### src/verilog/pp_defines.vh
`ifndef PP_DEFINES_VH
`define PP_DEFINES_VH
// ==========================================
// register offsets from the port base
`define PP_OFF_DATA 11'h000
`define PP_OFF_STATUS 11'h001
`define PP_OFF_CTRL 11'h002
`define PP_OFF_FIFO 11'h400
`define PP_OFF_CFGB 11'h401
`define PP_OFF_ECR 11'h402
// ==========================================
// mode field codes
`define PP_MODE_STD 3'h0
`define PP_MODE_BIDIR 3'h1
`define PP_MODE_PFIFO 3'h2
`define PP_MODE_ECP 3'h3
`define PP_MODE_EPP 3'h4
`define PP_MODE_TEST 3'h6
`define PP_MODE_CFG 3'h7
// ==========================================
// field positions
`define PP_CTRL_STROBE 0
`define PP_CTRL_AUTOFD 1
`define PP_CTRL_INIT 2
`define PP_CTRL_SELIN 3
`define PP_CTRL_ACKIE 4
`define PP_CTRL_DIR 5
`define PP_ECR_MODE_HI 7
`define PP_ECR_MODE_LO 5
`define PP_ECR_FMASK 4
`define PP_ECR_DMA_ENABLE_BIT 3
`define PP_ECR_SVC 2
`define PP_ECR_FULL 1
`define PP_ECR_EMPTY 0
`define PP_CFGB_IRQ 6
// ==========================================
// reset and fixed values
`define PP_DATA_RST 8'h00
`define PP_CTRL_RST 6'h00
`define PP_ECR_RST 6'h05
`define PP_CFGA_VAL 8'h10
// ==========================================
// fifo and timing
`define PP_FIFO_DEPTH 16
`define PP_FREE_THRESH 5'h08
`define PP_FILL_THRESH 5'h08
`define PP_CLK_NS 10
`define PP_SETUP_NS 500
`define PP_SETUP_CYC ((`PP_SETUP_NS + `PP_CLK_NS - 1) / `PP_CLK_NS)
`endif

### src/verilog/pp_ecp_port.v
// How it works
// - extended registers sit at base plus 0x400..0x402, chosen by mode
// - extended control bits 7..5 hold the read/write three-bit mode
// - every host access is ignored while address enable is high
// - modes 000/001: data latch resets clear, loads on write end, reads pins
// - mode 011 forward writes at offset 0 enter fifo tagged as command bytes
// - status bits 2..0 zero; 3..6 fault, select, paper error, ack levels
// - status bit 7 is the inverted busy input
// - control bits 5..0 reset to zero; bits 7..6 read zero
// - control bits 0,1,3 drive strobe, autofeed, select-in inverted; bit 2 init
// - with ack enable set, a rising ack raises an interrupt
// - control bit 5 is direction, forced outward in modes 000 and 010
// - mode 010 fifo bytes go out by automatic standard handshake
// - mode 011 fifo sends forward by handshake, collects peripheral bytes in reverse
// - mode 110 fifo takes host reads and writes, never handshakes out
// - test fifo never stalls: full writes dropped, empty reads repeat last byte
// - fifo reads always return bytes in write order
// - mode 111 offset 0x400 reads fixed 0x10
// - config B: bit 7 zero, bit 6 irq line level, bits 5..0 zero
// - fault mask, mode 011 only: falling fault interrupts when clear; clearing during fault interrupts
// - dma enable bit allows dma only while service bit is zero
// - hardware sets service bit after service event; software writes zero to re-arm
// - with dma enabled, terminal count sets the service bit
// - without dma, free or filled bytes reaching threshold set service bit
// - extended control bit 1 reads fifo full, ignores writes
// - extended control bit 0 reads fifo empty, ignores writes
// - all fifo modes share one sixteen-byte fifo
`include "pp_defines.vh"
`timescale 1ns/100ps
`default_nettype none

// ==========================================
// byte fifo with valid/ready on both sides
module pp_fifo #(
  parameter WIDTH = 9,
  parameter DEPTH = 16,
  parameter AW = 4
) (
  input wire sys_clk,
  input wire rst_b,
  input wire flush,
  input wire in_valid,
  input wire [WIDTH-1:0] in_data,
  output wire in_ready,
  output wire out_valid,
  output wire [WIDTH-1:0] out_data,
  input wire out_ready,
  output wire [AW:0] level
);
  reg [WIDTH-1:0] mem [0:DEPTH-1];
  reg [AW-1:0] wr_ptr;
  reg [AW-1:0] rd_ptr;
  reg [AW:0] count;
  wire push = in_valid & in_ready;
  wire pop = out_valid & out_ready;
  assign in_ready = (count != DEPTH[AW:0]);
  assign out_valid = (count != {(AW+1){1'b0}});
  assign out_data = mem[rd_ptr];
  assign level = count;
  always @(posedge sys_clk) begin
    if (push) begin
      mem[wr_ptr] <= in_data;
    end
  end
  always @(posedge sys_clk) begin
    if (!rst_b || flush) begin
      wr_ptr <= {AW{1'b0}};
      rd_ptr <= {AW{1'b0}};
      count <= {(AW+1){1'b0}};
    end else begin
      if (push) begin
        wr_ptr <= (wr_ptr == DEPTH[AW-1:0] - 1'b1) ? {AW{1'b0}} : wr_ptr + 1'b1;
      end
      if (pop) begin
        rd_ptr <= (rd_ptr == DEPTH[AW-1:0] - 1'b1) ? {AW{1'b0}} : rd_ptr + 1'b1;
      end
      count <= count + {{AW{1'b0}}, push} - {{AW{1'b0}}, pop};
    end
  end
endmodule

// ==========================================
// parallel port register set and link engine
module pp_ecp_port #(
  parameter SETUP_CYC = `PP_SETUP_CYC
) (
  input wire sys_clk,
  input wire rst_b,
  input wire chip_sel,
  input wire aen,
  input wire [10:0] io_addr,
  input wire io_write_strobe_b,
  input wire io_read_strobe_b,
  input wire [7:0] host_data_in,
  output reg [7:0] host_data_out,
  output reg host_data_oe,
  output reg dma_req,
  input wire dma_ack_b,
  input wire dma_tc,
  output reg irq_out,
  input wire [7:0] port_data_pins_in,
  output reg [7:0] port_data_pins_out,
  output reg port_data_pins_oe,
  output reg write_strobe_out,
  output reg auto_feed_out,
  output reg initialize_out,
  output reg select_in_out,
  input wire peripheral_error_in,
  input wire select_line_in,
  input wire paper_error_in,
  input wire peripheral_ack_in,
  input wire busy_in
);
  localparam S_IDLE = 5'h01;
  localparam S_SETUP = 5'h02;
  localparam S_STROBE = 5'h04;
  localparam S_WAIT = 5'h08;
  localparam S_REV = 5'h10;

  reg [7:0] data_latch;
  reg [5:0] ctrl;
  reg [2:0] mode;
  reg fault_mask;
  reg dma_en;
  reg service;
  reg prev_wr_b;
  reg prev_rd_b;
  reg prev_ack;
  reg prev_fault;
  reg [7:0] last_byte;
  reg [4:0] state;
  reg [7:0] cnt;
  reg [7:0] link_byte;
  reg link_tag;
  reg link_strobe;
  reg link_feed;
  reg link_pop;
  reg link_push;
  reg [7:0] next_read;
  reg next_hit;

  wire fifo_in_ready;
  wire fifo_out_valid;
  wire [8:0] fifo_head;
  wire [4:0] fifo_level;

  // ==========================================
  // access qualification
  wire wr_end = ~prev_wr_b & io_write_strobe_b;
  wire rd_begin = prev_rd_b & ~io_read_strobe_b;
  wire rd_end = ~prev_rd_b & io_read_strobe_b;
  wire dma_cyc = ~dma_ack_b;
  wire host_cyc = chip_sel & ~aen & dma_ack_b;
  wire a_data = host_cyc & (io_addr == `PP_OFF_DATA);
  wire a_ctrl = host_cyc & (io_addr == `PP_OFF_CTRL);
  wire a_fifo = host_cyc & (io_addr == `PP_OFF_FIFO);
  wire a_ecr = host_cyc & (io_addr == `PP_OFF_ECR);
  wire mode_plain = (mode == `PP_MODE_STD) | (mode == `PP_MODE_BIDIR);
  wire mode_test = (mode == `PP_MODE_TEST);
  wire mode_ecp = (mode == `PP_MODE_ECP);
  wire mode_pf = (mode == `PP_MODE_PFIFO);
  wire fifo_mode = mode_pf | mode_ecp | mode_test;
  // direction forced out in 000 and 010
  wire dir_in = ctrl[`PP_CTRL_DIR] & (mode != `PP_MODE_STD) & ~mode_pf;
  wire fwd_link = (mode_pf | mode_ecp) & ~dir_in;
  wire rev_link = mode_ecp & dir_in;
  wire fifo_full = ~fifo_in_ready;
  wire fifo_empty = ~fifo_out_valid;

  // command-tagged byte at offset 0 in mode 011
  wire push_cmd = wr_end & a_data & mode_ecp & ~dir_in;
  // data fifo writes, host or dma
  wire push_dat = wr_end & (a_fifo | dma_cyc) & ((fwd_link) | mode_test);
  wire host_push = push_cmd | push_dat;
  wire host_pop = rd_end & (a_fifo | dma_cyc) & (rev_link | mode_test);
  wire [8:0] push_word = link_push ? {1'b0, link_byte} : {push_cmd, host_data_in};

  // one shared fifo, flushed in plain modes
  pp_fifo #(
    .WIDTH(9),
    .DEPTH(`PP_FIFO_DEPTH),
    .AW(4)
  ) u_fifo (
    .sys_clk(sys_clk),
    .rst_b(rst_b),
    .flush(mode_plain),
    .in_valid(host_push | link_push),
    .in_data(push_word),
    .in_ready(fifo_in_ready),
    .out_valid(fifo_out_valid),
    .out_data(fifo_head),
    .out_ready(host_pop | link_pop),
    .level(fifo_level)
  );

  // ==========================================
  // service and interrupt events
  wire [4:0] free_bytes = 5'd16 - fifo_level;
  // terminal count on a dma transfer
  wire tc_hit = dma_en & dma_cyc & dma_tc & (wr_end | rd_end);
  wire thr_hit = ~dma_en & (dir_in ? (fifo_level >= `PP_FILL_THRESH)
                                   : (free_bytes >= `PP_FREE_THRESH));
  // only armed while the service bit is zero
  wire svc_set = ~service & fifo_mode & (tc_hit | thr_hit);
  wire ack_irq = ctrl[`PP_CTRL_ACKIE] & ~prev_ack & peripheral_ack_in;
  // falling fault, or unmasking while fault is low
  wire unmask_wr = wr_end & a_ecr & fault_mask & ~host_data_in[`PP_ECR_FMASK];
  wire fault_irq = mode_ecp & ((~fault_mask & prev_fault & ~peripheral_error_in)
                               | (unmask_wr & ~peripheral_error_in));

  // ==========================================
  // read mux
  always @* begin
    next_read = 8'h00;
    next_hit = 1'b1;
    if (dma_cyc) begin
      next_read = fifo_empty ? last_byte : fifo_head[7:0];
    end else if (!host_cyc) begin
      next_hit = 1'b0;
    end else begin
      case (io_addr)
        `PP_OFF_DATA: next_read = port_data_pins_in;
        `PP_OFF_STATUS: next_read = {~busy_in, peripheral_ack_in, paper_error_in,
                                     select_line_in, peripheral_error_in, 3'h0};
        `PP_OFF_CTRL: next_read = {2'h0, ctrl};
        `PP_OFF_FIFO: begin
          if (mode == `PP_MODE_CFG) begin
            next_read = `PP_CFGA_VAL;
          // head in write order, last byte when empty
          end else begin
            next_read = fifo_empty ? last_byte : fifo_head[7:0];
          end
        end
        `PP_OFF_CFGB: next_read = (mode == `PP_MODE_CFG) ? {1'b0, irq_out, 6'h00} : 8'h00;
        `PP_OFF_ECR: next_read = {mode, fault_mask, dma_en, service, fifo_full, fifo_empty};
        default: next_read = 8'h00;
      endcase
    end
  end

  // ==========================================
  // host registers
  always @(posedge sys_clk) begin
    if (!rst_b) begin
      prev_wr_b <= 1'b1;
      prev_rd_b <= 1'b1;
      prev_ack <= 1'b1;
      prev_fault <= 1'b1;
      data_latch <= `PP_DATA_RST;
      ctrl <= `PP_CTRL_RST;
      {mode, fault_mask, dma_en, service} <= `PP_ECR_RST;
      host_data_out <= 8'h00;
      host_data_oe <= 1'b0;
      last_byte <= 8'h00;
      irq_out <= 1'b0;
      dma_req <= 1'b0;
    end else begin
      prev_wr_b <= io_write_strobe_b;
      prev_rd_b <= io_read_strobe_b;
      prev_ack <= peripheral_ack_in;
      prev_fault <= peripheral_error_in;
      if (wr_end && a_data && mode_plain) begin
        data_latch <= host_data_in;
      end
      if (wr_end && a_ctrl) begin
        ctrl <= host_data_in[5:0];
      end
      if (wr_end && a_ecr) begin
        mode <= host_data_in[`PP_ECR_MODE_HI:`PP_ECR_MODE_LO];
        fault_mask <= host_data_in[`PP_ECR_FMASK];
        dma_en <= host_data_in[`PP_ECR_DMA_ENABLE_BIT];
      end
      // hardware set wins over a software clear
      if (svc_set) begin
        service <= 1'b1;
      end else if (wr_end && a_ecr) begin
        service <= host_data_in[`PP_ECR_SVC];
      end
      if (rd_begin && next_hit) begin
        host_data_out <= next_read;
        host_data_oe <= 1'b1;
      end else if (io_read_strobe_b) begin
        host_data_oe <= 1'b0;
      end
      if (host_pop && fifo_out_valid) begin
        last_byte <= fifo_head[7:0];
      end
      irq_out <= ack_irq | fault_irq | svc_set;
      // dma only while enabled and service clear
      dma_req <= dma_en & ~service & ~svc_set & (fwd_link | rev_link | mode_test)
                 & (dir_in ? fifo_out_valid : fifo_in_ready);
    end
  end

  // ==========================================
  // link handshake engine
  always @(posedge sys_clk) begin
    if (!rst_b || !(fwd_link || rev_link)) begin
      state <= S_IDLE;
      cnt <= 8'h00;
      link_byte <= 8'h00;
      link_tag <= 1'b0;
      link_strobe <= 1'b1;
      link_feed <= 1'b1;
      link_pop <= 1'b0;
      link_push <= 1'b0;
    end else begin
      link_pop <= 1'b0;
      link_push <= 1'b0;
      case (state)
        S_IDLE: begin
          // forward: take a byte when the peripheral is not busy
          if (fwd_link && fifo_out_valid && !busy_in && !link_pop) begin
            link_byte <= fifo_head[7:0];
            link_tag <= fifo_head[8] & mode_ecp;
            link_feed <= ~(fifo_head[8] & mode_ecp);
            link_pop <= 1'b1;
            cnt <= SETUP_CYC[7:0];
            state <= S_SETUP;
          // reverse: request a byte only while the fifo has room
          end else if (rev_link && fifo_in_ready) begin
            link_feed <= 1'b0;
            state <= S_REV;
          end
        end
        S_SETUP: begin
          if (cnt <= 8'h01) begin
            link_strobe <= 1'b0;
            cnt <= SETUP_CYC[7:0];
            state <= S_STROBE;
          end else begin
            cnt <= cnt - 8'h01;
          end
        end
        S_STROBE: begin
          if (busy_in || (mode_pf && cnt <= 8'h01)) begin
            link_strobe <= 1'b1;
            state <= S_WAIT;
          end else if (cnt > 8'h01) begin
            cnt <= cnt - 8'h01;
          end
        end
        S_REV: begin
          if (!peripheral_ack_in) begin
            link_byte <= port_data_pins_in;
            link_push <= 1'b1;
            link_feed <= 1'b1;
            state <= S_WAIT;
          end
        end
        S_WAIT: begin
          if (dir_in ? peripheral_ack_in : !busy_in) begin
            link_feed <= 1'b1;
            state <= S_IDLE;
          end
        end
        default: state <= S_IDLE;
      endcase
    end
  end

  // ==========================================
  // pin drivers
  always @(posedge sys_clk) begin
    if (!rst_b) begin
      port_data_pins_out <= 8'h00;
      port_data_pins_oe <= 1'b1;
      write_strobe_out <= 1'b1;
      auto_feed_out <= 1'b1;
      initialize_out <= 1'b0;
      select_in_out <= 1'b1;
    end else begin
      port_data_pins_oe <= ~dir_in;
      // test mode shows the fifo head but never strobes it
      if (mode_test) begin
        port_data_pins_out <= fifo_head[7:0];
      end else if (fwd_link) begin
        port_data_pins_out <= link_byte;
      end else begin
        port_data_pins_out <= data_latch;
      end
      write_strobe_out <= fwd_link ? link_strobe : ~ctrl[`PP_CTRL_STROBE];
      auto_feed_out <= (fwd_link | rev_link) ? link_feed : ~ctrl[`PP_CTRL_AUTOFD];
      initialize_out <= ctrl[`PP_CTRL_INIT];
      select_in_out <= ~ctrl[`PP_CTRL_SELIN];
    end
  end
endmodule
`default_nettype wire
### config.mk
export PLATFORM = sky130hd
export DESIGN_NAME = pp_ecp_port
export DESIGN_NICKNAME = d
export VERILOG_FILES = /design/src/verilog/pp_ecp_port.v
export VERILOG_INCLUDE_DIRS = /design/src /design/src/verilog
export SDC_FILE = /design/constraint.sdc
export NUM_CORES = 1
export LEC_CHECK = 0
export BUFFER_PORTS_ARGS = -buffer_cell sky130_fd_sc_hd__buf_4
export CORE_MARGIN = 2
export CORE_UTILIZATION = 30
export DETAILED_ROUTE_END_ITERATION = 6
export PLACE_DENSITY = 0.51
export SLEW_MARGIN = 20
export SYNTH_ARGS = -nofsm -noshare
export SYNTH_HDL_FRONTEND = slang
export SYNTH_SLANG_ARGS = --single-unit
### constraint.sdc
create_clock -name sys_clk -period 2.7 [get_ports sys_clk]
set_input_delay 0.135 -clock sys_clk [delete_from_list [all_inputs] [get_ports sys_clk]]
set_output_delay 0.135 -clock sys_clk [all_outputs]
set_load 0.05 [all_outputs]
==> reports/metrics.yaml <==
reg2reg_from: "u_fifo.level[2]$_SDFF_PP0_"
clock_latency_ns: 0.54
dp_worst_setup_slack_ns: -0.02806
path_cells: "inv_2, ha_4, and2_4, ha_4, inv_4, o2111ai_4, o2bb2ai_4, ha_4, inv_2, ha_4, fa_2, a21oi_2, nor2_2, or3_1, a21oi_2"
status: "finished, violations left"
p_leak_nw: 4.812
drt_iter0_drc: 531
path_class: "reg -> reg"
grt-ovfl-total: 0
hold_class: "in -> reg"
crit_path_max_incr_delay_ns: 0.37
cts_tree: "done"
dieArea_um2: 37750
synthFlopType: "edfxtp_1"
h-tree-depth: 1
via_per_inst: 5.074
crit_top_cell: "ha_4"
start_util_pct: 30.47
dp_hpwl_mm: 20.80
antenna_found_initial: 0
setup_slack_ns: -0.01714
cp-end-kind: "flip-flop"
ir_drop_mv: 0.3995
synth_area_leaders: "edfxtp_1 40%, dfxtp_1 18%, mux4_2 7.0%"
clkTransAtPathRegs_ns: 0.06
grt_usage_pct: 15.43
synth-async-reset-ratio_pct: 0
dr_total_vias: 7438
avgSynthCellArea_um2: 12.99
cp-start-kind: "flip-flop"
syn_nets: 895
worst-slew-pin-transition_ns: 0.8026
die_y_um: 194.3
synth_cells: 836
area_growth_pct: 23.93
r2r_cells: 15
ys_seq_elements: 242
drc: 7
arrival_ns: 3.19
n_antenna_cell: 0
skew_ns: 0.01140
rrSetupSlack_ns: -0.02
first_pass_iters: 7
cts_root_buf: "clkbuf_16"
first_global_vias: 7455
grt_max_degree: 26
crit_required_ns: 3.17
drive_gt1_share_pct: 27.26
synthesis.area_um2: 10860
hold_viol: 0
final-max-slew-violation-count: 0
numCtsBuffers: 27
cts_sinks: 242
synth_top_area_share_pct: 39.81
place.gp.congestion: 0.8258
detail_route.wl_per_cell_um: 20.03
synth_seq_area_share_pct: 57.87
yosysTopAreaCell: "edfxtp_1"
synth_most_common_cell: "edfxtp_1"
fin_crit_ns: 2.717
synth_edf_count: 144
fin_hold_ws_ns: 0.02253
core_area_um2: 35660
maxCapViolCount: 0
grt_setup_unrepaired: "true"
p_per_area_nw_per_um2: 565.8
ctsLongestPathBuffers: 3
boundaryPins: 64
place.port_buffers: 63
min-delay-start: "port_data_pins_in[5]"
grt_pass1_wl_mm: 45.06
postRouteAntennaNets: 0
maxSlewHeadroom_pct: 46.13
setup_violations: 1
ys_warn_count: 0
die_x_um: 194.3
final_nets: 1043
violations: "DRC, setup timing"
hold_end: "link_byte[5]$_SDFFE_PP0P_"
post_synth_num_cell_types: 83
slowest_stage: "fa_2"
holdPathStages: 4
synthTopCellsByCount: "144 x edfxtp_1, 98 x dfxtp_1, 57 x nor2_1"
rows: 69
cp_max_fo: 3
timing.rr.end: "u_fifo.level[4]$_SDFF_PP0_"
max_clock_freq_ghz: 0.3680
drt_wl_total_mm: 29.37
min_period_over_period_pct: 100.6
-- registers in the layout (all words and copies together), names as in the netlist, 3 cells and up, named ones only --
name,flops
port_data_pins_out,8
u_fifo.mem,144
mode,3
u_fifo.wr_ptr,4
u_fifo.rd_ptr,4
state,5
last_byte,8
u_fifo.level,5
ctrl,6
data_latch,8
cnt,8
host_data_out,8
link_byte,8
-- final cells by class --
type,count,area (µm²)
multi-input cells,530,4360
clock inverters,13,88.84
fillers,3386,22190
inverters,25,96.34
repair buffers,158,1306
flip-flops and latches,242,6291
well taps,461,576.8
clock buffers,37,743.2
-- report_power, final --
group | leakage, nW | internal (mW) | switching [mW]
Combinational | 2.34 | 0.0966 | 0.138
Sequential | 2.05 | 3.91 | 0.00183
Clock | 0.415 | 2.01 | 1.46
-- routing by layer --
| metal | routed length (µm) | part of all wire (%) | global-route usage (%) |
|---|---|---|---|
| met1 | 13850 | 47 | 21.70 |
| met4 | 694 | 2.4 | 3.732 |
| met2 | 13750 | 47 | 25.23 |
| met3 | 1076 | 3.7 | 2.082 |
| met5 | 0 | 0 | 0 |
-- cell families (layout without fill, tap and decap cells) --
| group | Yosys count | in the layout | synth area share [%] |
|---|---|---|---|
| DFF | 242 | 242 | 57.87 |
| and+or+nand+nor | 238 | 238 | 11.93 |
| AOI/OAI and AO/OA | 167 | 167 | 11.21 |
| muxes | 103 | 103 | 13.65 |
| buffers and inverters | 64 | 233 | 2.845 |
| adders and majority gates | 19 | 19 | 2.258 |
| xor gates and xnor gates | 3 | 3 | 0.2419 |
-- worst max-delay path by stage --
stage	from	to	slack (ns)
finish	u_fifo.level[2]$_SDFF_PP0_	u_fifo.level[4]$_SDFF_PP0_	-0.02
global placement	u_fifo.level[2]$_SDFF_PP0_	u_fifo.level[4]$_SDFF_PP0_	0.04
floorplan	u_fifo.level[2]$_SDFF_PP0_	u_fifo.level[4]$_SDFF_PP0_	0.007
CTS	u_fifo.level[2]$_SDFF_PP0_	u_fifo.level[4]$_SDFF_PP0_	0.01
global route	u_fifo.level[3]$_SDFF_PP0_	u_fifo.level[4]$_SDFF_PP0_	-0.15
detailed placement	u_fifo.level[2]$_SDFF_PP0_	u_fifo.level[4]$_SDFF_PP0_	-0.03
-- timing repair --
item                                    CTS  global route
hold buffers                             23             0
setup buffers                             1             3
gates resized for setup                   0            11
endpoints found under the setup margin    1             8
pin swaps                                 2             8
endpoints found under the hold margin    35             0
-- metrics by stage --
| step | power (mW) | std cells | utilization, % | cell area, µm² | setup TNS, ns |
|---|---|---|---|---|---|
| global placement | 4.194 | 1389 | 34.52 | 12310 | 0 |
| detailed placement | 4.196 | 1389 | 34.52 | 12310 | -0.02806 |
| global route | 7.863 | 1466 | 37.76 | 13460 | -0.1555 |
| CTS | 7.698 | 1463 | 37.52 | 13380 | 0 |
| floorplan | 4.076 | 836 | - | 10900 | 0 |
| finish | 7.617 | 1466 | 37.76 | 13460 | -0.01714 |
-- critical path: cells and delay by family (launching register included) --
| family | cells | cell delay [ns] |
|---|---|---|
| AND/OR/NAND/NOR | 3 | 0.55 |
| flip-flops | 1 | 0.34 |
| AO/OA/AOI/OAI | 4 | 0.63 |
| adder cells (fa/ha/maj) | 5 | 0.98 |
| buffers and inverters | 3 | 0.16 |
-- cells in the final DEF, fill, tap and decap left out, types with 8 or more instances in the layout --
| master | synthesis | layout |
|---|---|---|
| a21o_1 | 8 | 8 |
| a21oi_1 | 35 | 33 |
| and2_1 | 15 | 14 |
| and3_1 | 16 | 15 |
| buf_4 | 6 | 130 |
| clkbuf_16 | 0 | 27 |
| dfxtp_1 | 98 | 94 |
| dlygate4sd3_1 | 0 | 23 |
| edfxtp_1 | 144 | 144 |
| ha_1 | 18 | 14 |
| inv_1 | 24 | 20 |
| mux2_2 | 21 | 21 |
| mux2i_1 | 48 | 48 |
| mux4_2 | 34 | 34 |
| nand2_1 | 49 | 49 |
| nand2b_1 | 9 | 9 |
| nand3_1 | 13 | 13 |
| nand3b_1 | 10 | 10 |
| nand4_1 | 8 | 8 |
| nor2_1 | 57 | 56 |
| nor2b_1 | 11 | 11 |
| nor3_1 | 10 | 9 |
| o21ai_0 | 35 | 35 |
| o22ai_1 | 9 | 9 |
(Power assumes the default switching activity.)
